<file path="src/common/alp_pkg.sv">
package alp_pkg;

	typedef enum logic [2:0] {
		ALP_PWR_RUN,
		ALP_PWR_WAIT,
		ALP_PWR_STOP1,
		ALP_PWR_STOP2,
		ALP_PWR_STOP3
	} alp_pwr_t;

	// Converter configuration register layout
	localparam int ALP_CFG_CLK_LSB = 0;
	localparam int ALP_CFG_MODE_LSB = 2;
	localparam int ALP_CFG_LSMP_BIT = 4;
	localparam int ALP_CFG_DIV_LSB = 5;
	localparam int ALP_CFG_LPC_BIT = 7;
	localparam logic [7:0] ALP_CFG_RST = 8'h00;

	// Conversion control register layout
	localparam int ALP_CTL_CH_LSB = 0;
	localparam int ALP_CTL_CONT_BIT = 5;
	localparam int ALP_CTL_TRG_BIT = 6;
	localparam int ALP_CTL_IEN_BIT = 7;
	localparam logic [7:0] ALP_CTL_RST = 8'h1F;

	localparam logic [7:0] ALP_PIN_RST = 8'h00;

	// Clock sources: bus, bus/2, alternate, asynchronous conversion clock
	localparam logic [1:0] ALP_CLK_BUS = 2'h0;
	localparam logic [1:0] ALP_CLK_BUS2 = 2'h1;
	localparam logic [1:0] ALP_CLK_ALT = 2'h2;
	localparam logic [1:0] ALP_CLK_ASYNC = 2'h3;

	localparam logic [1:0] ALP_MODE_10 = 2'h2;

	localparam logic [4:0] ALP_CH_OFF = 5'h1F;
	localparam logic [4:0] ALP_CH_TEMP = 5'h1A;

	localparam int ALP_RES_W = 10;
	localparam logic [9:0] ALP_MSB_ONEHOT = 10'h200;

	// Sample phase length in conversion clock ticks
	localparam logic [4:0] ALP_SMP_SHORT = 5'h02;
	localparam logic [4:0] ALP_SMP_LONG = 5'h14;

endpackage

</file>
<file path="src/common/alp_conv_if.sv">
`timescale 1ns/1ps
interface alp_conv_if;
	logic clr;
	logic tick;
	logic start;
	logic long_smp;
	logic ten_bit;
	logic cmp_hi;
	logic busy;
	logic done;
	logic [9:0] result;
	logic [9:0] dac_code;

	modport ctrl (
		output clr,
		output tick,
		output start,
		output long_smp,
		output ten_bit,
		output cmp_hi,
		input busy,
		input done,
		input result,
		input dac_code
	);

	modport eng (
		input clr,
		input tick,
		input start,
		input long_smp,
		input ten_bit,
		input cmp_hi,
		output busy,
		output done,
		output result,
		output dac_code
	);
endinterface

</file>
<file path="src/rtl/alp_adc_lpm.sv">
`timescale 1ns/1ps
// Overview of operation
// - With the asynchronous clock selected, conversion keeps running in stop3.
// - A conversion in flight when stop3 begins finishes normally.
// - In stop3, hardware triggers and continuous mode still start conversions.
// - Completion sets the complete flag; with interrupt enable, raises a waking interrupt.
// - Stop3 operation needs both low-voltage detect enable bits set.
// - Entering stop1 or stop2 disables the converter automatically.
// - After stop1 or stop2 every converter register holds its reset value.
// - Configuration selects clock source, divider, sample time and low-power bias.
// - 8-bit and 10-bit resolutions; 10-bit gives 1024 codes.
// - Exactly two analog pin enable registers.
// - Temperature sensor sits on one analog channel, converted like others.
module alp_adc_lpm #(
	parameter int PIN_W = 8
) (
	input wire logic ref_clk,
	input wire logic rst_b,
	input wire logic clk_en,
	input alp_pkg::alp_pwr_t pwr_mode,
	input wire logic lowvolt_detect_en,
	input wire logic lowvolt_detect_stop_en,
	input wire logic cfg_wr,
	input wire logic [7:0] cfg_wdata,
	output logic [7:0] converter_config_reg,
	input wire logic ctl_wr,
	input wire logic [7:0] ctl_wdata,
	output logic [7:0] ctl_rdata,
	input wire logic pin_lo_wr,
	input wire logic pin_hi_wr,
	input wire logic [PIN_W-1:0] pin_wdata,
	output logic [PIN_W-1:0] analog_pin_enable_lo,
	output logic [PIN_W-1:0] analog_pin_enable_hi,
	input wire logic alt_clk_tick,
	input wire logic async_conv_clock,
	input wire logic hw_trigger,
	input wire logic cmp_hi,
	output logic [9:0] dac_code,
	output logic [4:0] chan_sel,
	output logic temp_sensor_en,
	output logic lowpwr_bias,
	output logic conv_active,
	input wire logic result_rd,
	output logic [9:0] result,
	output logic conv_complete_flag,
	output logic conv_irq,
	output logic stop3_wake,
	output logic stop3_ok
);
	if (PIN_W < 1 || PIN_W > 8) begin : g_chk
		$error("PIN_W must be 1 to 8");
	end

	alp_conv_if cif ();

	logic [7:0] cfg_r, cfg_nxt;
	logic [7:0] ctl_r, ctl_nxt;
	logic [PIN_W-1:0] pin_lo_r, pin_lo_nxt;
	logic [PIN_W-1:0] pin_hi_r, pin_hi_nxt;
	logic trg_d_r, trg_d_nxt;
	logic pend_r, pend_nxt;
	logic flag_r, flag_nxt;
	logic div2_r, div2_nxt;
	logic deep_stop, in_stop3, run_ok, chan_off, ien, cont, trg_mode;
	logic async_sel, div_tick, hw_rise, start_ok;
	logic [3:0] src_tick;

	assign deep_stop = (pwr_mode == alp_pkg::ALP_PWR_STOP1)
		|| (pwr_mode == alp_pkg::ALP_PWR_STOP2);
	assign in_stop3 = (pwr_mode == alp_pkg::ALP_PWR_STOP3);
	assign async_sel = (cfg_r[alp_pkg::ALP_CFG_CLK_LSB +: 2] == alp_pkg::ALP_CLK_ASYNC);
	assign stop3_ok = async_sel && lowvolt_detect_en && lowvolt_detect_stop_en;
	assign run_ok = !in_stop3 || stop3_ok;
	assign chan_off = (ctl_r[alp_pkg::ALP_CTL_CH_LSB +: 5] == alp_pkg::ALP_CH_OFF);
	assign ien = ctl_r[alp_pkg::ALP_CTL_IEN_BIT];
	assign cont = ctl_r[alp_pkg::ALP_CTL_CONT_BIT];
	assign trg_mode = ctl_r[alp_pkg::ALP_CTL_TRG_BIT];
	assign hw_rise = hw_trigger && !trg_d_r;

	// Bus-derived clocks stop in stop3; only the asynchronous clock keeps ticking
	assign src_tick = {async_conv_clock, alt_clk_tick && !in_stop3,
		div2_r && !in_stop3, !in_stop3};

	alp_clk_div u_div (
		.ref_clk(ref_clk),
		.rst_b(rst_b),
		.clk_en(clk_en),
		.clr(cif.clr),
		.src_tick(src_tick),
		.src_sel(cfg_r[alp_pkg::ALP_CFG_CLK_LSB +: 2]),
		.div_sel(cfg_r[alp_pkg::ALP_CFG_DIV_LSB +: 2]),
		.tick(div_tick)
	);

	// Stop1/stop2 forces the engine idle; turning the channel off also aborts
	assign cif.clr = deep_stop || chan_off;
	// Unsupported stop3 freezes the conversion instead of corrupting it
	assign cif.tick = div_tick && run_ok;
	assign start_ok = pend_r && !cif.busy && run_ok;
	assign cif.start = start_ok;
	assign cif.long_smp = cfg_r[alp_pkg::ALP_CFG_LSMP_BIT];
	assign cif.ten_bit = (cfg_r[alp_pkg::ALP_CFG_MODE_LSB +: 2] == alp_pkg::ALP_MODE_10);
	assign cif.cmp_hi = cmp_hi;

	alp_sar u_sar (
		.ref_clk(ref_clk),
		.rst_b(rst_b),
		.clk_en(clk_en),
		.cif(cif)
	);

	always_comb begin
		cfg_nxt = cfg_r;
		ctl_nxt = ctl_r;
		pin_lo_nxt = pin_lo_r;
		pin_hi_nxt = pin_hi_r;
		trg_d_nxt = hw_trigger;
		div2_nxt = !div2_r;
		pend_nxt = pend_r;
		flag_nxt = flag_r;
		if (cfg_wr) begin
			cfg_nxt = cfg_wdata;
		end
		if (pin_lo_wr) begin
			pin_lo_nxt = pin_wdata;
		end
		if (pin_hi_wr) begin
			pin_hi_nxt = pin_wdata;
		end
		if (start_ok) begin
			pend_nxt = 1'b0;
		end
		if (trg_mode && hw_rise && !chan_off) begin
			pend_nxt = 1'b1;
		end
		if (cif.done && cont && !chan_off) begin
			pend_nxt = 1'b1;
		end
		if (ctl_wr) begin
			ctl_nxt = ctl_wdata;
			pend_nxt = !ctl_wdata[alp_pkg::ALP_CTL_TRG_BIT]
				&& (ctl_wdata[alp_pkg::ALP_CTL_CH_LSB +: 5] != alp_pkg::ALP_CH_OFF);
		end
		// A completion in the same cycle as a clear keeps the flag set
		if (result_rd || ctl_wr) begin
			flag_nxt = 1'b0;
		end
		if (cif.done) begin
			flag_nxt = 1'b1;
		end
	end

	always_ff @(posedge ref_clk) begin
		if (!rst_b || deep_stop) begin
			cfg_r <= alp_pkg::ALP_CFG_RST;
			ctl_r <= alp_pkg::ALP_CTL_RST;
			pin_lo_r <= PIN_W'(alp_pkg::ALP_PIN_RST);
			pin_hi_r <= PIN_W'(alp_pkg::ALP_PIN_RST);
			trg_d_r <= 1'b0;
			pend_r <= 1'b0;
			flag_r <= 1'b0;
			div2_r <= 1'b0;
		end else if (clk_en) begin
			cfg_r <= cfg_nxt;
			ctl_r <= ctl_nxt;
			pin_lo_r <= pin_lo_nxt;
			pin_hi_r <= pin_hi_nxt;
			trg_d_r <= trg_d_nxt;
			pend_r <= pend_nxt;
			flag_r <= flag_nxt;
			div2_r <= div2_nxt;
		end
	end

	assign converter_config_reg = cfg_r;
	assign ctl_rdata = ctl_r;
	assign analog_pin_enable_lo = pin_lo_r;
	assign analog_pin_enable_hi = pin_hi_r;
	assign chan_sel = ctl_r[alp_pkg::ALP_CTL_CH_LSB +: 5];
	assign temp_sensor_en = (chan_sel == alp_pkg::ALP_CH_TEMP);
	assign lowpwr_bias = cfg_r[alp_pkg::ALP_CFG_LPC_BIT];
	assign conv_active = cif.busy;
	assign dac_code = cif.dac_code;
	assign result = cif.result;
	assign conv_complete_flag = flag_r;
	assign conv_irq = flag_r && ien;
	assign stop3_wake = conv_irq && in_stop3;
endmodule // alp_adc_lpm

</file>
<file path="src/rtl/alp_clk_div.sv">
`timescale 1ns/1ps
module alp_clk_div (
	input wire logic ref_clk,
	input wire logic rst_b,
	input wire logic clk_en,
	input wire logic clr,
	input wire logic [3:0] src_tick,
	input wire logic [1:0] src_sel,
	input wire logic [1:0] div_sel,
	output logic tick
);
	logic [2:0] cnt_r;
	logic [2:0] cnt_nxt;
	logic [2:0] limit;
	logic src;

	assign src = src_tick[src_sel];
	assign limit = 3'((4'h1 << div_sel) - 4'h1);
	assign tick = src && (cnt_r == limit);

	always_comb begin
		cnt_nxt = cnt_r;
		if (src) begin
			cnt_nxt = (cnt_r == limit) ? 3'h0 : cnt_r + 3'h1;
		end
	end

	always_ff @(posedge ref_clk) begin
		if (!rst_b || clr) begin
			cnt_r <= 3'h0;
		end else if (clk_en) begin
			cnt_r <= cnt_nxt;
		end
	end
endmodule // alp_clk_div

</file>
<file path="src/rtl/alp_sar.sv">
`timescale 1ns/1ps
module alp_sar (
	input wire logic ref_clk,
	input wire logic rst_b,
	input wire logic clk_en,
	alp_conv_if.eng cif
);
	typedef enum logic [1:0] {ALP_S_IDLE, ALP_S_SAMPLE, ALP_S_CONV} alp_sar_st_t;

	alp_sar_st_t st_r, st_nxt;
	logic [4:0] cnt_r, cnt_nxt;
	logic [9:0] code_r, code_nxt;
	logic [9:0] bit_r, bit_nxt;
	logic [9:0] res_r, res_nxt;
	logic done_r, done_nxt;
	logic [9:0] kept;
	logic last;

	assign cif.busy = (st_r != ALP_S_IDLE);
	assign cif.done = done_r;
	assign cif.result = res_r;
	assign cif.dac_code = code_r;

	always_comb begin
		st_nxt = st_r;
		cnt_nxt = cnt_r;
		code_nxt = code_r;
		bit_nxt = bit_r;
		res_nxt = res_r;
		done_nxt = 1'b0;
		kept = cif.cmp_hi ? code_r : (code_r & ~bit_r);
		// 8-bit mode resolves bits 9..2 only
		last = cif.ten_bit ? bit_r[0] : bit_r[2];
		case (st_r)
			ALP_S_IDLE: begin
				if (cif.start) begin
					st_nxt = ALP_S_SAMPLE;
					cnt_nxt = cif.long_smp ? alp_pkg::ALP_SMP_LONG - 5'h01
						: alp_pkg::ALP_SMP_SHORT - 5'h01;
				end
			end
			ALP_S_SAMPLE: begin
				if (cif.tick) begin
					if (cnt_r == 5'h00) begin
						st_nxt = ALP_S_CONV;
						bit_nxt = alp_pkg::ALP_MSB_ONEHOT;
						code_nxt = alp_pkg::ALP_MSB_ONEHOT;
					end else begin
						cnt_nxt = cnt_r - 5'h01;
					end
				end
			end
			ALP_S_CONV: begin
				if (cif.tick) begin
					if (last) begin
						st_nxt = ALP_S_IDLE;
						done_nxt = 1'b1;
						code_nxt = kept;
						res_nxt = cif.ten_bit ? kept : {2'h0, kept[9:2]};
					end else begin
						bit_nxt = bit_r >> 1;
						code_nxt = kept | (bit_r >> 1);
					end
				end
			end
			default: st_nxt = ALP_S_IDLE;
		endcase
	end

	always_ff @(posedge ref_clk) begin
		if (!rst_b || cif.clr) begin
			st_r <= ALP_S_IDLE;
			cnt_r <= 5'h00;
			code_r <= 10'h000;
			bit_r <= 10'h000;
			res_r <= 10'h000;
			done_r <= 1'b0;
		end else if (clk_en) begin
			st_r <= st_nxt;
			cnt_r <= cnt_nxt;
			code_r <= code_nxt;
			bit_r <= bit_nxt;
			res_r <= res_nxt;
			done_r <= done_nxt;
		end
	end
endmodule // alp_sar

</file>
<file path="config.mk">
export PLATFORM = sky130hd
export DESIGN_NAME = alp_adc_lpm
export DESIGN_NICKNAME = d
export VERILOG_FILES = /design/src/common/alp_pkg.sv /design/src/common/alp_conv_if.sv /design/src/rtl/alp_adc_lpm.sv /design/src/rtl/alp_clk_div.sv /design/src/rtl/alp_sar.sv
export SDC_FILE = /design/constraint.sdc
export NUM_CORES = 1
export LEC_CHECK = 0
export BUFFER_PORTS_ARGS = -buffer_cell sky130_fd_sc_hd__buf_2
export CORE_ASPECT_RATIO = 1.25
export CORE_MARGIN = 4
export CORE_UTILIZATION = 55
export DETAILED_ROUTE_END_ITERATION = 10
export PLACE_DENSITY = 0.85
export SLEW_MARGIN = 20
export SYNTH_ARGS = -nofsm -noshare
export SYNTH_HDL_FRONTEND = slang
export SYNTH_HIERARCHICAL = 1
export SYNTH_SLANG_ARGS = --single-unit
</file>
<file path="constraint.sdc">
create_clock -name ref_clk -period 4.2 [get_ports ref_clk]
set_clock_uncertainty 0.05 [all_clocks]
set_input_delay 0.84 -clock ref_clk [delete_from_list [all_inputs] [get_ports ref_clk]]
set_output_delay 0.84 -clock ref_clk [all_outputs]
set_load 0.02 [all_outputs]
</file>
==> impl_metrics.json <==
{
  "status": "complete, no violations",
  "multi_input_area_mm2": 0.00197,
  "avgSynthCellArea_um2": 8.40,
  "finalHoldViolations": 0,
  "ys_ff_latch": 77,
  "antenna_cells": 0,
  "die-area_mm2": 0.00812,
  "postCtsHoldBufs": 0,
  "tritoncts": "built",
  "synth_edf_count": 0,
  "fin_crit_ns": 3.10,
  "portBuffers": 104,
  "p_leak_nw": 1.76,
  "cts_made_buffers": 9,
  "worst_path_most_repeated_cell": "nand2_1",
  "start_util_pct": 56.5,
  "final_core_util_pct": 67.4,
  "worstRegToRegCells": 8,
  "cts.clk_slew.worst_paths_ns": 0.09,
  "drive_gt1_share_pct": 28.1,
  "setup_tns_ns": 0,
  "crit_slowest_cell": "a21oi_1",
  "grt_overflow": 0,
  "crit_type": "input pin to flip-flop",
  "cellPowerDensity_mw_per_mm2": 347,
  "first_iter_violations": 182,
  "hold_start": "u_sar/cif.result[8]$_SDFFE_PP0P_",
  "layout.cells.non_filler": 621,
  "synth_top_area_share_pct": 41.6,
  "clk_path_buf_depth": 2,
  "hpwl_um": 6910,
  "synthCells": 441,
  "htreeDepth": 3,
  "holdPathStages": 2,
  "max_cap_violations": 0,
  "r2r_start": "converter_config_reg[5]$_SDFFE_PP0P_",
  "ir_drop_mv": 0.300,
  "layout.nets": 572,
  "drc_errors": 0,
  "cts_num_sinks": 77,
  "slew_headroom_pct": 25.0,
  "synth_top_area_cell": "dfxtp_1",
  "ys_seq_area_share_pct": 41.6,
  "worstSetupStartpointType": "input pin",
  "postCtsSetupBuffers": 0,
  "slew_violations": 0,
  "arrival_ns": 3.32,
  "grt_usage_pct": 23.9,
  "pwr-share-comb_pct": 10.1,
  "syn_area_mm2": 0.00371,
  "r2r-end": "u_sar/bit_r[3]$_SDFFE_PP0P_",
  "path_cells": "buf_2 -> or3b_4 -> and2_1 -> mux2i_2 -> nand2_1 -> o211a_1 -> nor2b_1 -> nand2_1 -> a21oi_1 -> mux2i_1",
  "post-route-period-util_pct": 73.8,
  "worst_hold_path.endpoint": "u_sar/cif.result[8]$_SDFFE_PP0P_",
  "drt-wirelength-per-cell_um": 15.1,
  "grt_pass1_vias": 3350,
  "core_area_mm2": 0.00657,
  "seqPwrFrac_pct": 49.1,
  "rows": 33,
  "post_cts_resized": 0,
  "fmax_mhz": 323,
  "wl_um": 9400,
  "cp.required_ns": 4.42,
  "synth.area.top_cells": "dfxtp_1 42%, nand2_1 8.5%, a21oi_1 7.7%",
  "seq_area_mm2": 0.00154,
  "reg2reg_slack_ns": 1.35,
  "grt_max_degree": 41,
  "swShare_pct": 25.7,
  "cp_max_fo": 9,
  "vias_per_cell": 5.76,
  "root_buffer": "clkbuf_8",
  "worstSetupEndpointType": "flip-flop",
  "dieHeight_um": 99.8,
  "setup_violations": 0,
  "antenna_found_initial": 0,
  "p_sw_uw": 395,
  "synth_warnings": 6,
  "first_pass_iters": 5,
  "syn_nets": 484,
  "power.total_mw": 1.54,
  "n_fill_cell": 549,
  "rsz0062_at_grt": "false",
  "place.gp.congestion": 0.860,
  "hold_path_class": "flip-flop to flip-flop",
  "worst_skew_pair.late_latency_ns": 0.36,
  "internal_power_mw": 1.14,
  "num_io_pins": 105,
  "die_w_um": 81.4,
  "grt_pass1_wl_um": 15500,
  "synth_cell_types": 64,
  "worstMarginPinSlew_ns": 1.12,
  "ys_async_sr_fraction_pct": 0,
  "drtAntennaViolNets": 0,
  "area_growth_pct": 19.4,
  "synthFlopType": "dfxtp_1",
  "vias": 3575,
  "clkPwrFrac_pct": 40.8,
  "dp_cells": 605,
  "critical-path-max-stage-delay_ns": 0.90
}
-- layer usage --
metal  track usage, %  routed length, µm  part of all wire, %
met5                0                  0                    0
met4             7.93                123                  1.3
met3             7.18                817                  8.7
met2             40.2               4760                   51
met1             28.7               3700                   39
-- placed cells by master (no fill, tap or decap), types with 2 or more instances in the layout --
cell	instances
buf_2	104
nand2_1	84
dfxtp_1	77
a21oi_1	57
nand3_1	33
mux2i_1	17
nor2_1	15
o21ai_0	14
clkbuf_8	9
nor2b_1	8
nand2b_1	8
a22oi_1	7
o211ai_1	7
inv_1	6
mux2_2	6
and2_1	5
buf_4	5
nand4_1	4
xnor2_1	3
or2_2	3
or3b_4	2
nor3b_1	2
or2b_1	2
a311oi_1	2
bufinv_16	2
clkinvlp_4	2
and2_0	2
nor3_1	2
o211a_1	2
nand4b_1	2
a31oi_1	2
ha_1	2
a211oi_1	2
a21boi_0	2
a32oi_1	2
-- cells by family (layout without fill, tap and decap cells) --
kind of cell / after synthesis / in the layout / synth area share, %
buf+inv: 38 / 131 / 5.20
fa+ha+maj: 2 / 2 / 0.675
compound gates: 113 / 113 / 20.5
flops: 77 / 77 / 41.6
mux: 25 / 25 / 7.19
simple gates: 183 / 183 / 24.1
xor+xnor: 3 / 3 / 0.709
-- power groups by stage --
stage / Combinational, mW / Sequential [mW] / Clock (mW)
2_1_floorplan: 0.0895 / 0.783 / 0
3_3_place_gp: 0.150 / 0.770 / 0
3_5_place_dp: 0.153 / 0.771 / 0
4_1_cts: 0.154 / 0.754 / 0.640
5_1_grt: 0.168 / 0.756 / 0.676
6_report: 0.155 / 0.753 / 0.627
-- worst max path at each step --
stage	from	to	slack, ns	depth (start not counted)
detailed placement	pwr_mode[2]	u_sar/bit_r[3]$_SDFFE_PP0P_	0.76	10
global route	pwr_mode[2]	u_sar/bit_r[3]$_SDFFE_PP0P_	0.92	10
CTS	pwr_mode[2]	u_sar/bit_r[3]$_SDFFE_PP0P_	1.12	10
global placement	pwr_mode[2]	u_sar/bit_r[4]$_SDFFE_PP0P_	0.90	10
finish	pwr_mode[2]	u_sar/bit_r[3]$_SDFFE_PP0P_	1.10	10
floorplan	pwr_mode[1]	u_sar/cif.result[0]$_SDFFE_PP0P_	1.32	10
-- synthesized netlist by cell type (2+ instances only) --
master,n
nor2b_1,8
buf_4,8
and2_0,2
a21boi_0,2
dfxtp_1,77
nand4b_1,2
o211a_1,2
mux2i_1,17
inv_1,6
or3b_4,2
a211oi_1,2
o21ai_0,14
mux2_2,6
or2_2,3
nand3_1,33
a31oi_1,2
o211ai_1,7
nand4_1,4
nor3_1,2
nand2_1,84
a32oi_1,2
nor3b_1,2
a22oi_1,7
or2b_1,2
buf_2,10
ha_1,2
a311oi_1,2
nor2_1,15
xnor2_1,3
nand2b_1,8
and2_1,5
clkbuf_1,12
a21oi_1,57
-- per-stage QoR --
step / setup slack [ns] / hold slack, ns / area [µm²]
after floorplan: 1.32 / 0.399 / 3710
after global placement: 0.899 / 0.387 / 4200
after detailed placement: 0.760 / 0.391 / 4200
after CTS: 1.12 / 0.404 / 4430
after global routing: 0.920 / 0.422 / 4430
final: 1.10 / 0.403 / 4430
-- area by class of cell --
type / instances / share of cell area, %
clock buffer: 10 / 2.88
clock inverter: 6 / 2.15
inverter: 6 / 0.509
multi-input combinational: 326 / 44.6
sequential: 77 / 34.8
tap: 87 / 2.46
timing repair buffer: 109 / 12.6
-- worst max-delay path, delay by kind of cell --
kind,cells,cell delay (ns)
buffers and inverters,1,0.10
muxes,2,0.39
and+or+nand+nor,5,0.93
AOI/OAI and AO/OA,2,1.04
Power figures use the tool's default switching activity.
